### config.mk
export PLATFORM = sky130hd
export DESIGN_NAME = dcoc_bank
export DESIGN_NICKNAME = d
export VERILOG_FILES = /design/src/hdl/dcoc_pkg.sv /design/src/hdl/dcoc_bank.sv /design/src/hdl/dcoc_channel.sv
export SDC_FILE = /design/constraint.sdc
export NUM_CORES = 1
export LEC_CHECK = 0
export BUFFER_PORTS_ARGS = -buffer_cell sky130_fd_sc_hd__buf_2
export CORE_MARGIN = 1.5
export CORE_UTILIZATION = 53
export CTS_BUF_LIST = sky130_fd_sc_hd__clkbuf_8
export DETAILED_ROUTE_END_ITERATION = 16
export GPL_TIMING_DRIVEN = 0
export PLACE_DENSITY_LB_ADDON = 0.3
export SYNTH_ARGS = -nofsm -noshare
export SYNTH_HDL_FRONTEND = slang
export SYNTH_HIERARCHICAL = 1
export SYNTH_SLANG_ARGS = --single-unit
### constraint.sdc
create_clock -name clk_i -period 3.95 [get_ports clk_i]
set_clock_uncertainty 0.1 [all_clocks]
set_input_delay 0.5925 -clock clk_i [delete_from_list [all_inputs] [get_ports clk_i]]
set_output_delay 0.5925 -clock clk_i [all_outputs]
set_load 0.03 [all_outputs]
### src/hdl/dcoc_pkg.sv
/*
  Shared constants and types for the DAC channel output configuration bank.
  Assumes a host-side serial front end that delivers decoded register
  accesses and a PMBus page number to the bank.
*/
package dcoc_pkg;

  localparam int DATA_W = 16;
  localparam int ADDR_W = 8;
  localparam int MAX_CH = 2;

  // Direct register offsets, one bank per channel.
  localparam logic [7:0] OFS_RANGE_LO = 8'h04;
  localparam logic [7:0] OFS_MODE_LO = 8'h05;
  localparam logic [7:0] OFS_FUNC_LO = 8'h06;
  localparam logic [7:0] OFS_RANGE_HI = 8'h16;
  localparam logic [7:0] OFS_MODE_HI = 8'h17;
  localparam logic [7:0] OFS_FUNC_HI = 8'h18;

  // PMBus page and register addresses of the same registers.
  localparam logic [7:0] PMB_PAGE_CFG = 8'hff;
  localparam logic [7:0] PMB_RANGE_LO = 8'hd2;
  localparam logic [7:0] PMB_MODE_LO = 8'hd3;
  localparam logic [7:0] PMB_FUNC_LO = 8'hd4;
  localparam logic [7:0] PMB_RANGE_HI = 8'hde;
  localparam logic [7:0] PMB_MODE_HI = 8'hdf;
  localparam logic [7:0] PMB_FUNC_HI = 8'he0;

  localparam logic [15:0] REG_RESET = 16'h0000;

  // Field positions.
  localparam int RANGE_LSB = 9;
  localparam int RANGE_MSB = 12;
  localparam int MODE_LSB = 10;
  localparam int MODE_MSB = 11;
  localparam int CLR_BIT = 15;
  localparam int DEFER_BIT = 14;
  localparam int BCAST_BIT = 13;
  localparam int WAVE_MSB = 12;
  localparam int WAVE_LSB = 0;

  // Upper two bits of the range code pick the range family.
  localparam logic [1:0] RANGE_GRP_SOURCE = 2'h0;
  localparam logic [1:0] RANGE_GRP_SINK = 2'h1;
  localparam logic [1:0] RANGE_GRP_BIPOLAR = 2'h2;

  typedef enum logic [1:0] {
    DCOC_CMP_PLAIN = 2'h0,
    DCOC_CMP_HYST = 2'h1,
    DCOC_CMP_WINDOW = 2'h2,
    DCOC_CMP_INVALID = 2'h3
  } dcoc_cmp_mode_t;

  typedef enum logic [1:0] {
    DCOC_RK_SOURCE,
    DCOC_RK_SINK,
    DCOC_RK_BIPOLAR,
    DCOC_RK_INVALID
  } dcoc_range_kind_t;

  typedef enum logic [1:0] {
    DCOC_SEL_NONE,
    DCOC_SEL_RANGE,
    DCOC_SEL_MODE,
    DCOC_SEL_FUNC
  } dcoc_reg_sel_t;

  typedef struct packed {
    logic clear_level_select;
    logic deferred_update;
    logic broadcast_participate;
    logic [12:0] waveform_setup_field;
    logic [3:0] current_output_range;
    dcoc_cmp_mode_t comparator_threshold_mode;
  } dcoc_chan_cfg_t;

  typedef struct packed {
    dcoc_range_kind_t range_kind;
    logic [1:0] range_span;
    logic cmp_mode_invalid;
    logic update_pending;
    logic cmp_out;
  } dcoc_chan_stat_t;

endpackage : dcoc_pkg

### src/hdl/dcoc_bank.sv
/*
  Per-channel output configuration register bank of a smart DAC, with the
  channel update, clear and comparator logic that the registers steer.
  Assumes the serial front end hands over one decoded register access per
  cycle, with the PMBus page when PMBus addressing is in use.
*/
// Function
// - Range codes 0000 to 0011 pick sourcing ranges of 25, 50, 125, 250 uA.
// - Codes 0100 to 0111 sink; 0110 and 0111 sink up to 120 and 240 uA.
// - Range codes 1000 to 1011 pick bipolar ranges; other codes are invalid.
// - Comparator mode 00 compares with no hysteresis and no window.
// - Comparator mode 01 applies hysteresis between the two margins.
// - Comparator mode 10 is a window between the margins and 11 is invalid.
// - The clear level bit clears to zero-scale when 0 and mid-scale when 1.
// - With the deferred bit at 0 the output changes right after a write.
// - Deferred bit 1: the output waits for a strobe fall or trigger load.
// - The broadcast bit makes the channel accept broadcast writes when 1.
// - Under PMBus the range register sits on page ffh at deh or d2h.
// - Under PMBus the mode register sits on page ffh at dfh or d3h.
// - The function register is at page ffh, e0h or d4h; all reset to 0000h.
module dcoc_bank #(
  parameter int NUM_CH = 2,
  parameter int CODE_W = 12
) (
  input wire logic clk_i,
  input wire logic nrst_i,
  input wire logic pmbus_mode_i,
  input wire logic [7:0] pmbus_page_i,
  input wire logic reg_wr_i,
  input wire logic reg_rd_i,
  input wire logic [7:0] reg_addr_i,
  input wire logic [15:0] reg_wdata_i,
  output logic [15:0] reg_rdata_o,
  output logic reg_rvalid_o,
  output logic reg_hit_o,
  input wire logic code_wr_i,
  input wire logic [NUM_CH-1:0] code_ch_i,
  input wire logic bcast_wr_i,
  input wire logic [CODE_W-1:0] code_i,
  input wire logic load_strobe_pin_i,
  input wire logic trigger_load_i,
  input wire logic clear_i,
  input wire logic [NUM_CH-1:0] comparator_enable_i,
  input wire logic [NUM_CH-1:0][CODE_W-1:0] fb_code_i,
  input wire logic [NUM_CH-1:0][CODE_W-1:0] margin_hi_i,
  input wire logic [NUM_CH-1:0][CODE_W-1:0] margin_lo_i,
  output logic [NUM_CH-1:0][CODE_W-1:0] dac_code_o,
  output dcoc_pkg::dcoc_chan_cfg_t [NUM_CH-1:0] cfg_o,
  output dcoc_pkg::dcoc_chan_stat_t [NUM_CH-1:0] stat_o
);

  if (NUM_CH < 1 || NUM_CH > dcoc_pkg::MAX_CH) begin : g_bad_ch
    $error("NUM_CH must be 1 or 2");
  end
  if (CODE_W < 2 || CODE_W > dcoc_pkg::DATA_W) begin : g_bad_w
    $error("CODE_W must lie between 2 and 16");
  end

  // Decoded access: which channel and which register.
  logic dec_hit;
  logic dec_ch;
  dcoc_pkg::dcoc_reg_sel_t dec_sel;

  // Stored fields; only defined bits have flip-flops.
  logic [NUM_CH-1:0][3:0] range_q;
  logic [NUM_CH-1:0][1:0] mode_q;
  logic [NUM_CH-1:0] clr_sel_q;
  logic [NUM_CH-1:0] defer_q;
  logic [NUM_CH-1:0] bcast_q;
  logic [NUM_CH-1:0][12:0] wave_q;

  // Load strobe history, for the falling edge.
  logic load_pin_q;
  logic load_pulse;

  // Kept apart so that every stat_o entry has a single driver.
  logic [NUM_CH-1:0] chan_pending;
  logic [NUM_CH-1:0] chan_cmp;

  // The two register families share one decoder; PMBus needs the page too.
  always_comb begin
    dec_hit = 1'b1;
    dec_ch = 1'b0;
    dec_sel = dcoc_pkg::DCOC_SEL_NONE;
    if (pmbus_mode_i) begin
      unique case (reg_addr_i)
        dcoc_pkg::PMB_RANGE_LO: begin
          dec_sel = dcoc_pkg::DCOC_SEL_RANGE;
        end
        dcoc_pkg::PMB_MODE_LO: begin
          dec_sel = dcoc_pkg::DCOC_SEL_MODE;
        end
        dcoc_pkg::PMB_FUNC_LO: begin
          dec_sel = dcoc_pkg::DCOC_SEL_FUNC;
        end
        dcoc_pkg::PMB_RANGE_HI: begin
          dec_sel = dcoc_pkg::DCOC_SEL_RANGE;
          dec_ch = 1'b1;
        end
        dcoc_pkg::PMB_MODE_HI: begin
          dec_sel = dcoc_pkg::DCOC_SEL_MODE;
          dec_ch = 1'b1;
        end
        dcoc_pkg::PMB_FUNC_HI: begin
          dec_sel = dcoc_pkg::DCOC_SEL_FUNC;
          dec_ch = 1'b1;
        end
        default: begin
          dec_hit = 1'b0;
        end
      endcase
      if (pmbus_page_i != dcoc_pkg::PMB_PAGE_CFG) begin
        dec_hit = 1'b0;
      end
    end else begin
      unique case (reg_addr_i)
        dcoc_pkg::OFS_RANGE_LO: begin
          dec_sel = dcoc_pkg::DCOC_SEL_RANGE;
        end
        dcoc_pkg::OFS_MODE_LO: begin
          dec_sel = dcoc_pkg::DCOC_SEL_MODE;
        end
        dcoc_pkg::OFS_FUNC_LO: begin
          dec_sel = dcoc_pkg::DCOC_SEL_FUNC;
        end
        dcoc_pkg::OFS_RANGE_HI: begin
          dec_sel = dcoc_pkg::DCOC_SEL_RANGE;
          dec_ch = 1'b1;
        end
        dcoc_pkg::OFS_MODE_HI: begin
          dec_sel = dcoc_pkg::DCOC_SEL_MODE;
          dec_ch = 1'b1;
        end
        dcoc_pkg::OFS_FUNC_HI: begin
          dec_sel = dcoc_pkg::DCOC_SEL_FUNC;
          dec_ch = 1'b1;
        end
        default: begin
          dec_hit = 1'b0;
        end
      endcase
    end
    // A one-channel part answers nothing for the second bank.
    if (dec_ch && NUM_CH < 2) begin
      dec_hit = 1'b0;
    end
    if (!dec_hit) begin
      dec_sel = dcoc_pkg::DCOC_SEL_NONE;
    end
  end

  assign reg_hit_o = dec_hit;

  // Invalid range and mode codes are stored as written so that a read
  // shows what the host sent; the status outputs flag them instead.
  for (genvar c = 0; c < NUM_CH; c++) begin : g_regs
    logic wr_here;
    logic ch_wr;

    assign wr_here = reg_wr_i && dec_hit && (32'(dec_ch) == c);

    always_ff @(posedge clk_i) begin
      if (!nrst_i) begin
        range_q[c] <= dcoc_pkg::REG_RESET[dcoc_pkg::RANGE_MSB:
                                          dcoc_pkg::RANGE_LSB];
      end else if (wr_here && dec_sel == dcoc_pkg::DCOC_SEL_RANGE) begin
        range_q[c] <= reg_wdata_i[dcoc_pkg::RANGE_MSB:
                                  dcoc_pkg::RANGE_LSB];
      end
    end

    always_ff @(posedge clk_i) begin
      if (!nrst_i) begin
        mode_q[c] <= dcoc_pkg::REG_RESET[dcoc_pkg::MODE_MSB:
                                         dcoc_pkg::MODE_LSB];
      end else if (wr_here && dec_sel == dcoc_pkg::DCOC_SEL_MODE) begin
        mode_q[c] <= reg_wdata_i[dcoc_pkg::MODE_MSB:
                                 dcoc_pkg::MODE_LSB];
      end
    end

    always_ff @(posedge clk_i) begin
      if (!nrst_i) begin
        clr_sel_q[c] <= dcoc_pkg::REG_RESET[dcoc_pkg::CLR_BIT];
        defer_q[c] <= dcoc_pkg::REG_RESET[dcoc_pkg::DEFER_BIT];
        bcast_q[c] <= dcoc_pkg::REG_RESET[dcoc_pkg::BCAST_BIT];
        wave_q[c] <= dcoc_pkg::REG_RESET[dcoc_pkg::WAVE_MSB:
                                         dcoc_pkg::WAVE_LSB];
      end else if (wr_here && dec_sel == dcoc_pkg::DCOC_SEL_FUNC) begin
        clr_sel_q[c] <= reg_wdata_i[dcoc_pkg::CLR_BIT];
        defer_q[c] <= reg_wdata_i[dcoc_pkg::DEFER_BIT];
        bcast_q[c] <= reg_wdata_i[dcoc_pkg::BCAST_BIT];
        wave_q[c] <= reg_wdata_i[dcoc_pkg::WAVE_MSB:dcoc_pkg::WAVE_LSB];
      end
    end

    always_comb begin
      cfg_o[c].clear_level_select = clr_sel_q[c];
      cfg_o[c].deferred_update = defer_q[c];
      cfg_o[c].broadcast_participate = bcast_q[c];
      cfg_o[c].waveform_setup_field = wave_q[c];
      cfg_o[c].current_output_range = range_q[c];
      cfg_o[c].comparator_threshold_mode =
        dcoc_pkg::dcoc_cmp_mode_t'(mode_q[c]);
    end

    // Range family from the upper code bits, span from the lower two.
    always_comb begin
      unique case (range_q[c][3:2])
        dcoc_pkg::RANGE_GRP_SOURCE: begin
          stat_o[c].range_kind = dcoc_pkg::DCOC_RK_SOURCE;
        end
        dcoc_pkg::RANGE_GRP_SINK: begin
          stat_o[c].range_kind = dcoc_pkg::DCOC_RK_SINK;
        end
        dcoc_pkg::RANGE_GRP_BIPOLAR: begin
          stat_o[c].range_kind = dcoc_pkg::DCOC_RK_BIPOLAR;
        end
        default: begin
          stat_o[c].range_kind = dcoc_pkg::DCOC_RK_INVALID;
        end
      endcase
      stat_o[c].range_span = range_q[c][1:0];
      stat_o[c].cmp_mode_invalid =
        mode_q[c] == dcoc_pkg::DCOC_CMP_INVALID;
      stat_o[c].update_pending = chan_pending[c];
      stat_o[c].cmp_out = chan_cmp[c];
    end

    // A broadcast reaches only channels that opted in.
    assign ch_wr = (code_wr_i && code_ch_i[c]) ||
                   (bcast_wr_i && bcast_q[c]);

    // The host keeps the enable low unless the current output is down
    // and voltage mode is on, so no interlock is repeated here.
    dcoc_channel #(
      .CODE_W(CODE_W)
    ) u_channel (
      .clk_i(clk_i),
      .nrst_i(nrst_i),
      .cfg_i(cfg_o[c]),
      .code_wr_i(ch_wr),
      .code_i(code_i),
      .load_i(load_pulse),
      .clear_i(clear_i),
      .comparator_enable_i(comparator_enable_i[c]),
      .fb_code_i(fb_code_i[c]),
      .margin_hi_i(margin_hi_i[c]),
      .margin_lo_i(margin_lo_i[c]),
      .dac_code_o(dac_code_o[c]),
      .pending_o(chan_pending[c]),
      .cmp_out_o(chan_cmp[c])
    );
  end

  // Read answer one cycle after the request, masked to defined fields.
  always_ff @(posedge clk_i) begin
    if (!nrst_i) begin
      reg_rdata_o <= '0;
    end else if (reg_rd_i) begin
      reg_rdata_o <= '0;
      if (dec_hit) begin
        unique case (dec_sel)
          dcoc_pkg::DCOC_SEL_RANGE: begin
            reg_rdata_o[dcoc_pkg::RANGE_MSB:dcoc_pkg::RANGE_LSB] <=
              range_q[dec_ch];
          end
          dcoc_pkg::DCOC_SEL_MODE: begin
            reg_rdata_o[dcoc_pkg::MODE_MSB:dcoc_pkg::MODE_LSB] <=
              mode_q[dec_ch];
          end
          dcoc_pkg::DCOC_SEL_FUNC: begin
            reg_rdata_o <= {clr_sel_q[dec_ch], defer_q[dec_ch],
                            bcast_q[dec_ch], wave_q[dec_ch]};
          end
          dcoc_pkg::DCOC_SEL_NONE: begin
            reg_rdata_o <= '0;
          end
        endcase
      end
    end
  end

  always_ff @(posedge clk_i) begin
    if (!nrst_i) begin
      reg_rvalid_o <= 1'b0;
    end else begin
      reg_rvalid_o <= reg_rd_i;
    end
  end

  // Idle high, so a strobe held high through reset makes no edge; one held low gives a pulse.
  always_ff @(posedge clk_i) begin
    if (!nrst_i) begin
      load_pin_q <= 1'b1;
    end else begin
      load_pin_q <= load_strobe_pin_i;
    end
  end

  assign load_pulse = (load_pin_q && !load_strobe_pin_i) ||
                      trigger_load_i;

endmodule : dcoc_bank

### src/hdl/dcoc_channel.sv
/*
  One channel: pending and active output codes, clear and load handling,
  and the threshold comparator.
  Assumes the enclosing bank has already turned the load strobe into a
  one-cycle pulse and qualified broadcast writes with the channel's bit.
*/
module dcoc_channel #(
  parameter int CODE_W = 12
) (
  input wire logic clk_i,
  input wire logic nrst_i,
  input wire dcoc_pkg::dcoc_chan_cfg_t cfg_i,
  input wire logic code_wr_i,
  input wire logic [CODE_W-1:0] code_i,
  input wire logic load_i,
  input wire logic clear_i,
  input wire logic comparator_enable_i,
  input wire logic [CODE_W-1:0] fb_code_i,
  input wire logic [CODE_W-1:0] margin_hi_i,
  input wire logic [CODE_W-1:0] margin_lo_i,
  output logic [CODE_W-1:0] dac_code_o,
  output logic pending_o,
  output logic cmp_out_o
);

  localparam logic [CODE_W-1:0] MID_CODE = {1'b1, {(CODE_W-1){1'b0}}};

  logic [CODE_W-1:0] pending_code;
  logic [CODE_W-1:0] clear_code;

  assign clear_code = cfg_i.clear_level_select ? MID_CODE : '0;

  // A clear outranks any write or load in the same cycle.
  always_ff @(posedge clk_i) begin
    if (!nrst_i) begin
      pending_code <= '0;
      pending_o <= 1'b0;
    end else if (clear_i) begin
      pending_code <= clear_code;
      pending_o <= 1'b0;
    end else if (code_wr_i) begin
      pending_code <= code_i;
      pending_o <= cfg_i.deferred_update;
    end else if (load_i) begin
      pending_o <= 1'b0;
    end
  end

  always_ff @(posedge clk_i) begin
    if (!nrst_i) begin
      dac_code_o <= '0;
    end else if (clear_i) begin
      dac_code_o <= clear_code;
    end else if (code_wr_i && !cfg_i.deferred_update) begin
      dac_code_o <= code_i;
    end else if (load_i && pending_o) begin
      dac_code_o <= pending_code;
    end
  end

  // Hysteresis holds its state between the two margins.
  always_ff @(posedge clk_i) begin
    if (!nrst_i || !comparator_enable_i) begin
      cmp_out_o <= 1'b0;
    end else begin
      unique case (cfg_i.comparator_threshold_mode)
        dcoc_pkg::DCOC_CMP_PLAIN: begin
          cmp_out_o <= fb_code_i > dac_code_o;
        end
        dcoc_pkg::DCOC_CMP_HYST: begin
          if (fb_code_i >= margin_hi_i) begin
            cmp_out_o <= 1'b1;
          end else if (fb_code_i <= margin_lo_i) begin
            cmp_out_o <= 1'b0;
          end
        end
        dcoc_pkg::DCOC_CMP_WINDOW: begin
          cmp_out_o <= fb_code_i >= margin_lo_i &&
                       fb_code_i <= margin_hi_i;
        end
        dcoc_pkg::DCOC_CMP_INVALID: begin
          cmp_out_o <= 1'b0;
        end
      endcase
    end
  end

endmodule : dcoc_channel

==> impl_results.md, run 1 <==
* # IOs at 230
* Inserted Clock Buffers at 17
* Final Hold Viols at 0
* Critical path data required time at 4.21 ns
* Clk sink count at 114
* Fin util at 67.6%
* Post-synth ARST share at 0%
* Mapped Cells at 828
* Setup Buffers After CTS at 0
* Worst-path maximum fanout at 10
* Final min period at 2.99 ns
* Initial antenna violation count at 2
* Chip width at 119 um
* Layout cell share with drive strength beyond 1 at 26.6%
* GP Congestion at 0.888
* Syn_area_per_cell at 8.66 um^2
* CTS resizes at 0
* CTS H-tree lvls at 4
* CTS root buffer: clkbuf_8
* Largest net degree at the start of global routing at 17
* Die area at 14200 um^2
* Final setup vio count at 0
* Initial Utilization at 54.1%
* RSZ-0062 raised after global routing: no
* Chip height at 119 um
* Hold Buf Count CTS at 0
* Vias in the first global route at 6310
* Routed WL at 19100 um
* Max cap viols at 0
* DRC at 0
* Type of origin of the critical path: primary input
* Worst hold path startpoint: load_strobe_pin_i
* DP Wirelength at 15100 um
* Pwr Density at 318 nW/um^2
* Wire per inst at 15.2 um
* Worst hold path type: primary input to flip-flop
* WS Path Type: primary input to flip-flop
* Seq cells post-synth at 114
* Most common cell after layout, fill and taps aside: buf_2
* Grt ovf at 0
* All-Layer GR Usage at 26.6%
* Placeable Area at 13200 um^2
* CTS tree: yes
* Unique masters post-synth at 64
* Nets at 1273
* Most used DFF post-synth: dfxtp_1
* R2R depth at 8
* Most frequent cells in the layout: 229 x buf_2, 114 x dfxtp_1, 110 x mux2i_1, 93 x nand2_1, 77 x inv_1
* P_leak at 4.40 nW
* CTS clk-pin slew, worst paths at 0.07 ns
* Total Neg Setup Slack at 0 ns
* # rows at 42
* Sequential-to-total area share from yosys stat at 31.8%
* 1st-iter DRT viols at 394
* Via/cell ratio at 5.35
* EDFF count, synth at 0
* Critical path arrival at 3.25 ns
* Slew @ Worst Pin at 0.784 ns
* Peak supply drop at 320 uV
* Status: completed
* Vias at 6736
* Post-DRT Antenna Nets at 0
* Reg2reg start: g_regs[0].u_channel/dac_code_o[10]
* CTS max path bufs at 2
* Synth warn at 6
* Worst Hold Path Cells at 3
* Area Growth Syn to Fin at 24.9%
* CP Capture Type: flip-flop
* Max_slew headroom at 47.7%
* Fmax at 0.334 GHz
* Period utilization at 75.7%
* Syn_nets at 1030
* Worst-Skew Late Latency at 0.44 ns
* Post-Synthesis Cell Area at 7170 um^2
* IO buf count at 224
* First-pass GRT wire length at 30200 um
* Drt pass-1 iters at 6
* Worst setup startpoint: reg_addr_i[1]
* Fin. max-slew vios at 0
==> report_power, final <==
group	internal [mW]	switching (mW)	total, mW	leakage, nW
clock	0.754	0.480	1.23	0.225
combinational	0.191	0.250	0.441	3.26
sequential	1.16	0.00810	1.17	0.921
total	2.11	0.738	2.85	4.40
==> kinds of logic after synthesis <==
logic type,share of synthesized area (%)
buffers and inverters,8.10
AND/OR/NAND/NOR,18.8
AO/OA/AOI/OAI,12.9
adder cells (fa/ha/maj),12.6
flip-flops,31.8
XOR/XNOR,0.122
multiplexers,15.7
==> cell usage after synthesis (all sizes together) (8+ instances only) <==
master | instances | share of area, %
clkbuf | 26 | 1.4
a21oi | 52 | 3.7
mux2i | 110 | 15
nor2b | 35 | 3.1
nor3 | 35 | 2.5
and2 | 8 | 0.70
o21ai | 27 | 1.9
or4 | 8 | 0.89
ha | 72 | 13
inv | 76 | 4.0
dfxtp | 114 | 32
nand4 | 15 | 1.3
buf | 25 | 2.8
nor2 | 34 | 1.8
nand2 | 93 | 4.9
==> state kept, by name, indices dropped and copies added, names as in the netlist <==
register / count
g_regs.u_channel/dac_code_o: 24
g_regs.u_channel/pending_code: 24
g_regs.u_channel/pending_o: 2
cfg_o: 44
reg_rvalid_o: 1
reg_rdata_o: 16
load_pin_q: 1
g_regs.u_channel/cmp_out_o: 2
==> layout make-up <==
class,count,area (um^2)
Antenna cell,1,2.50
Fill cell,1150,4290
Clock buffer,18,248
Multi-Input combinational cell,587,4310
Tap cell,176,220
Buffer,51,295
Clock inverter,12,190
Inverter,76,285
Timing Repair Buffer,224,1120
Sequential cell,114,2280
==> worst max-delay path: stages <==
cell and delay, ns:
buf_2 0.14, or2_4 0.28, o41ai_4 0.42, a21oi_2 0.07
or3_1 0.37, buf_6 0.15, nor4_4 0.62, buf_4 0.36
mux2i_1 0.23
==> routing by layer <==
metal	share of wire [%]	vias up	wire length, um	global-route usage [%]
li1	-	3399	-	-
met1	45	3074	8530	33.8
met2	46	224	8750	42.7
met3	7.4	37	1410	7.85
met4	2.3	2	441	10.4
met5	0.063	-	12	0
==> path summary, 6_finish.rpt <==
path / endpoint / slack, ns
hold reg to reg: reg_rdata_o[4] / 0.36
setup / recovery: cfg_o[18] / 0.96
setup reg to reg: g_regs[0].u_channel/cmp_out_o / 1.80
hold / removal: load_pin_q / 0.25
==> metrics by stage <==
step                std cells  hold slack (ns)  worst slack, ns  area [um^2]  total power [mW]
floorplan                 828            0.360            0.926         7170              1.48
global placement         1228            0.332            0.552         8510              1.62
detailed placement       1228            0.343            0.529         8510              1.63
CTS                      1258            0.222             1.01         8950              2.86
global route             1259            0.233            0.864         8950              2.98
finish                   1259            0.247            0.959         8950              2.85
(Power assumes the default switching activity.)
==> run 2, diff against run 1 <==
ABC_AREA = 1   (was unset)
CORE_UTILIZATION = 49   (was 53)
clock period = 2.73 ns   (was 3.95 ns; I/O delays follow)
==> run 2 against run 1 <==
Against the previous run:
- combinational power rose by 63%
- final cell count rose by 30%
- sequential power rose by 46%
- critical path depth rose by 1
- non-clock buffer count fell by 4
- largest cell class unchanged
==> impl_results.md, run 2 <==
* IO buf count at 229 (+2.2%)
* CTS H-tree lvls at 4 (unchanged)
* Slowest Stage Delay on Critical Path at 0.21 ns (-0.41 ns)
* Inserted Clock Buffers at 17 (unchanged)
* Worst-Skew Late Latency at 0.44 ns (about the same)
* All-Layer GR Usage at 25.5% (-1.1 points)
* Fin. max-slew vios at 0 (unchanged)
* Reg2reg end: g_regs[1].u_channel/dac_code_o[9]
* Worst Hold Path Cells at 3 (unchanged)
* Max reg flops at 44 (unchanged)
* Setup Buffers After CTS at 0 (unchanged)
* Placeable Area at 15300 um^2 (+15%)
* Status: completed
* P_leak at 5.06 nW (+15%)
* Worst-path maximum fanout at 10 (unchanged)
* Die area at 16400 um^2 (+15%)
* Top Family by Delay on Critical Path: simple AND/OR/NAND/NOR gates
* DP Wirelength at 16400 um (+8.8%)
* # rows at 45 (+7.1%)
* Vias at 7917 (+18%)
* Chip width at 128 um (+7.3%)
* DRC at 0 (unchanged)
* GP Congestion at 0.922 (+3.9%)
* Chip height at 128 um (+7.3%)
* Top cell type's share of synthesized area at 29.8% (-2.0 points)
* Most common cell after layout, fill and taps aside: nand2_1
* Critical path's slowest cell: buf_2
* CTS clk-pin slew, worst paths at 0.07 ns (about the same)
* Most used DFF post-synth: dfxtp_1
* CP Capture Type: primary output
* Synth warn at 6 (unchanged)
* R2R depth at 7 (-1)
* Worst Setup EP: reg_hit_o
* Mapped Cells at 1161 (+40%)
* Post-synth top cells: 334 x nand2_1, 173 x inv_1, 170 x nor2_1
* Overall Power at 4.11 mW (+44%)
* Max_slew headroom at 59.4% (+12 points)
* Final std cells w/o fill at 1633 (+30%)
* # IOs at 230 (unchanged)
* Worst setup startpoint: reg_addr_i[1]
* Area Growth Syn to Fin at 23.9%
* Post-synth ARST share at 0% (unchanged)
* N_diodes at 0 (-1)
* Nets at 1611 (+27%)
* Period utilization at 79.1%
* Final Hold Viols at 0 (unchanged)
* Sequential-to-total area share from yosys stat at 29.8% (-2.0 points)
* Total Neg Setup Slack at 0 ns (unchanged)
* Initial Utilization at 50.2% (-4.0 points)
* Initial antenna violation count at 1 (-1)
* Most frequent cells in the layout: 334 x nand2_1, 237 x buf_2, 174 x inv_1, 170 x nor2_1, 114 x dfxtp_1
* WP buf/inv at 3 (unchanged)
* Top post-synthesis cells by area: dfxtp_1 30%, nand2_1 16%, ha_1 12%
* Reg2reg start: cfg_o[41]
* CTS root buffer: clkbuf_8
* Flop2flop setup slack at 0.80 ns (-1.00 ns)
* Slew @ Worst Pin at 0.609 ns (-0.175 ns)
* Critical path arrival at 1.65 ns (-1.60 ns)
* Max cap viols at 0 (unchanged)
* CTS tree: yes
* Inst Count DP at 1601 (+30%)
* Cell count along the critical path at 10 (+1)
* Post-DRT Antenna Nets at 0 (unchanged)
* Grt ovf at 0 (unchanged)
* Worst path cell trace: buf_2 -> nor2_4 -> nand2_1 -> nor2_1 -> nor2_1 -> nand3_1 -> nand2_1 -> nand2_2 -> buf_6 -> buf_2
* Syn_nets at 1363 (+32%)
* Unique masters post-synth at 35 (-45%)
* Routed WL at 20900 um (+9.4%)
* CTS max path bufs at 2 (unchanged)
* Largest net degree at the start of global routing at 17 (unchanged)
* Final min period at 2.16 ns
* Type of origin of the critical path: primary input
* RSZ-0062 raised after global routing: no
* Critical path data required time at 2.22 ns (-1.99 ns)
* Final setup vio count at 0 (unchanged)
* WS Path Type: primary input to primary output
* Syn_area_per_cell at 6.59 um^2 (-24%)
* Most frequent cell after synthesis: nand2_1
* Via/cell ratio at 4.85 (-9.4%)
* Fin Hold WS at 0.0688 ns (-0.178 ns)
* 1st-iter DRT viols at 444 (+13%)
* Post-Synthesis Cell Area at 7660 um^2 (+6.8%)
* Wire per inst at 12.8 um (-16%)
* Fmax at 0.463 GHz
* Drt pass-1 iters at 7 (+1)
* CTS resizes at 0 (unchanged)
* EDFF count, synth at 0 (unchanged)
* Hold Buf Count CTS at 0 (unchanged)
* Layout cell share with drive strength beyond 1 at 23.8% (-2.8 points)
* First-pass GRT wire length at 33400 um (+11%)
* Worst hold path type: primary input to flip-flop
* Pwr Density at 433 nW/um^2 (+36%)
* Synth area leader: dfxtp_1
* Vias in the first global route at 7050 (+12%)
* Seq cells post-synth at 114 (unchanged)
* Clk sink count at 114 (unchanged)
* Peak supply drop at 332 uV (+4.0%)
## run 2: metal layers
metal	track usage (%)	up-vias	part of all wire, %
li1	-	4140	-
met1	32.4	3488	45
met2	43.4	257	47
met3	5.13	30	6.4
met4	8.13	2	1.6
met5	0	-	0.053
## run 2: layout make-up
class / count / area [um^2]
Timing Repair Buffer: 229 / 1150
Fill cell: 1478 / 5770
Multi-Input combinational cell: 813 / 4380
Clock buffer: 19 / 262
Sequential cell: 114 / 2280
Tap cell: 211 / 264
Inverter: 192 / 726
Buffer: 42 / 264
Clock inverter: 13 / 161
## run 2: cell families (layout without fill, tap and decap cells)
group	after synthesis	after routing	share of synthesized area [%]
simple gates	579	579	31.9
compound gates	162	162	13.6
flops	114	114	29.8
fa+ha+maj	72	72	11.8
buf+inv	234	495	12.9
## run 2: stage by stage
step	utilization [%]	worst slack (ns)	instance area, um^2
global route	62.2	0.416	9490
CTS	62.2	0.571	9490
finish	62.2	0.570	9490
global placement	59.4	0.343	9070
floorplan	-	0.756	7660
detailed placement	59.4	0.317	9070
## run 2: worst register-to-register path, delay by kind of cell (launching register included)
kind,cells,cell delay [ns]
AO/OA/AOI/OAI,3,0.54
buffers and inverters,2,0.51
flip-flops,1,0.38
AND/OR/NAND/NOR,2,0.25
## run 2: worst min-delay path by stage
stage / end / slack (ns) / start
floorplan: g_regs[0].u_channel/pending_code[10] / 0.33 / g_regs[0].u_channel/pending_code[10]
global placement: reg_rdata_o[11] / 0.33 / reg_rdata_o[11]
detailed placement: reg_rdata_o[12] / 0.34 / reg_rdata_o[12]
CTS: load_pin_q / 0.04 / load_strobe_pin_i
global route: load_pin_q / 0.06 / load_strobe_pin_i
finish: load_pin_q / 0.07 / load_strobe_pin_i
## run 2: where the power goes
group          switching, mW  internal, mW  total (mW)
combinational          0.442         0.278       0.720
sequential            0.0215          1.69        1.71
clock                  0.732         0.946        1.68
==> run 3, diff against run 2 <==
CORE_UTILIZATION = 54   (was 49)
clock period = 2.1 ns   (was 2.73 ns; I/O delays follow)
==> run 3 against run 2 <==
Against the previous run:
- final area shrank 0.47%
- wire length is 2.5% lower
- final cell count down 1.8%
- critical path type unchanged
==> impl_results.md, run 3 (synthesis gave the netlist of run 2 again) <==
* Status: completed
* Sw Share at 29.2% (+0.083 points)
* Worst-Skew Late Latency at 0.44 ns (about the same)
* Reg2reg start: cfg_o[41]
* P_leak at 5.07 nW (+0.21%)
* Combinational power share at 17.8% (+0.3 points)
* Largest net degree at the start of global routing at 17 (unchanged)
* Worst hold path type: primary input to flip-flop
* Clock power frac at 39.8% (-1.0 points)
* Final min period at 1.99 ns
* Pint at 3.72 mW (+28%)
* Flop2flop setup slack at 0.20 ns (-0.60 ns)
* All-Layer GR Usage at 27.3% (+1.8 points)
* CTS max path bufs at 2 (unchanged)
* CTS H-tree lvls at 4 (unchanged)
* Slew @ Worst Pin at 0.608 ns (-0.000998 ns)
* R2R depth at 7 (unchanged)
* Critical path arrival at 1.57 ns (-0.08 ns)
* Most frequent cells in the layout: 334 x nand2_1, 237 x buf_2, 175 x inv_1, 169 x nor2_1, 114 x dfxtp_1
* First-pass GRT wire length at 32400 um (-2.9%)
* Nets at 1612 (+0.062%)
* Clk sink count at 114 (unchanged)
* Most common cell after layout, fill and taps aside: nand2_1
* Fin Hold WS at 0.0518 ns (-0.0170 ns)
* Inserted Clock Buffers at 17 (unchanged)
* Area of the multi-input gates at 4390 um^2 (about the same)
* Inst Count DP at 1570 (-1.9%)
* Area Growth Syn to Fin at 23.4%
* GP Congestion at 0.935 (+1.4%)
* Drt pass-1 iters at 5 (-2)
* NetSw at 1.53 mW (+28%)
* Fin. max-slew vios at 0 (unchanged)
* Type of origin of the critical path: primary input
* FF+latch area at 2280 um^2 (unchanged)
* WS Path Type: primary input to primary output
* Peak supply drop at 508 uV (+53%)
* Final setup vio count at 0 (unchanged)
* Worst-path maximum fanout at 10 (unchanged)
* Worst Setup EP: reg_hit_o
* CTS root buffer: clkbuf_8
* CTS tree: yes
* Initial antenna violation count at 0 (-1)
* Final std cells w/o fill at 1603 (-1.8%)
* Layout cell share with drive strength beyond 1 at 23.8% (about the same)
* DP Wirelength at 16000 um (-2.5%)
* 1st-iter DRT viols at 455 (+2.5%)
* Vias in the first global route at 7056 (+0.085%)
* RSZ-0062 raised after global routing: no
* Routed WL at 20400 um (-2.5%)
* Max cap viols at 0 (unchanged)
* Fmax at 0.504 GHz
* Final Hold Viols at 0 (unchanged)
* Worst setup startpoint: reg_addr_i[1]
* Max reg flops at 44 (unchanged)
* Share of power burned in registers at 42.4% (+0.7 points)
* Critical path data required time at 1.68 ns (-0.54 ns)
* # rows at 43 (-4.4%)
* DRC at 0 (unchanged)
* Chip width at 122 um (-4.6%)
* Grt ovf at 0 (unchanged)
* Via/cell ratio at 4.98 (+2.7%)
* Initial Utilization at 55.2% (+5.0 points)
* N_diodes at 0 (unchanged)
* Setup Buffers After CTS at 0 (unchanged)
* Total Neg Setup Slack at 0 ns (unchanged)
* Post-DRT Antenna Nets at 0 (unchanged)
* Pwr Density at 556 nW/um^2 (+28%)
* CTS clk-pin slew, worst paths at 0.06 ns (about the same)
* Chip height at 122 um (-4.6%)
* Reg2reg end: g_regs[1].u_channel/dac_code_o[6]
* Placeable Area at 13900 um^2 (-9.0%)
* Fillcell total at 1256 (-15%)
* IO buf count at 229 (unchanged)
* Die area at 14900 um^2 (-9.1%)
* # IOs at 230 (unchanged)
* Vias at 7980 (+0.80%)
* Wire per inst at 12.7 um (-0.69%)
* Period utilization at 94.6%
* Max_slew headroom at 59.5% (+0.067 points)
* CP Capture Type: primary output
run 3: how the worst min path moves through the flow:
stage | from | endpoint | slack [ns] | cells past startpoint
2_1_floorplan | load_strobe_pin_i | load_pin_q | 0.31 | 2
3_3_place_gp | reg_rdata_o[2] | reg_rdata_o[2] | 0.33 | 2
3_5_place_dp | reg_rdata_o[11] | reg_rdata_o[11] | 0.34 | 2
4_1_cts | code_i[7] | g_regs[0].u_channel/pending_code[7] | 0.03 | 3
5_1_grt | code_i[1] | g_regs[0].u_channel/pending_code[1] | 0.04 | 3
6_report | code_i[7] | g_regs[0].u_channel/pending_code[7] | 0.05 | 3
run 3: layer usage:
metal	track usage (%)	routed length, um
met1	34.8	9000
met2	47.0	9700
met3	5.71	1500
met4	6.98	231
met5	0	0
run 3: worst max-delay path: stages:
cell     delay (ns)
buf_2          0.14
nor2_4         0.17
nand2_1        0.08
nor2_1         0.17
nor2_1         0.09
nand3_1        0.07
nand2_1        0.08
nand2_2        0.10
buf_6          0.15
buf_2          0.21
run 3: area by class of cell:
class	count	area share [%]
Multi-Input combinational cell	813	46.4
Sequential cell	114	24.2
Timing Repair Buffer	230	12.2
Inverter	192	7.68
Buffer	42	2.80
Clock buffer	17	2.48
Tap cell	180	2.38
Clock inverter	15	1.80
run 3: timing repair:
action / in CTS / in global routing
resized for setup: 0 / 1
endpoints found under the hold margin: 1 / 0
hold buffers: 1 / 0
setup endpoints to repair: 0 / 1
run 3: power groups by stage:
stage	registers (mW)	clock network [mW]	logic (mW)
detailed placement	2.28	0	0.925
global route	2.23	2.21	1.06
finish	2.23	2.09	0.933
global placement	2.27	0	0.902
floorplan	2.31	0	0.566
CTS	2.23	2.11	0.933
run 3: per-stage QoR:
stage	setup slack [ns]	util (%)	instance area [um^2]	total power [mW]
floorplan	0.220	-	7660	2.88
global placement	-0.197	65.0	9030	3.18
detailed placement	-0.223	65.0	9030	3.20
CTS	0.113	68.0	9440	5.27
global route	0.00515	68.0	9440	5.51
finish	0.114	68.0	9440	5.25
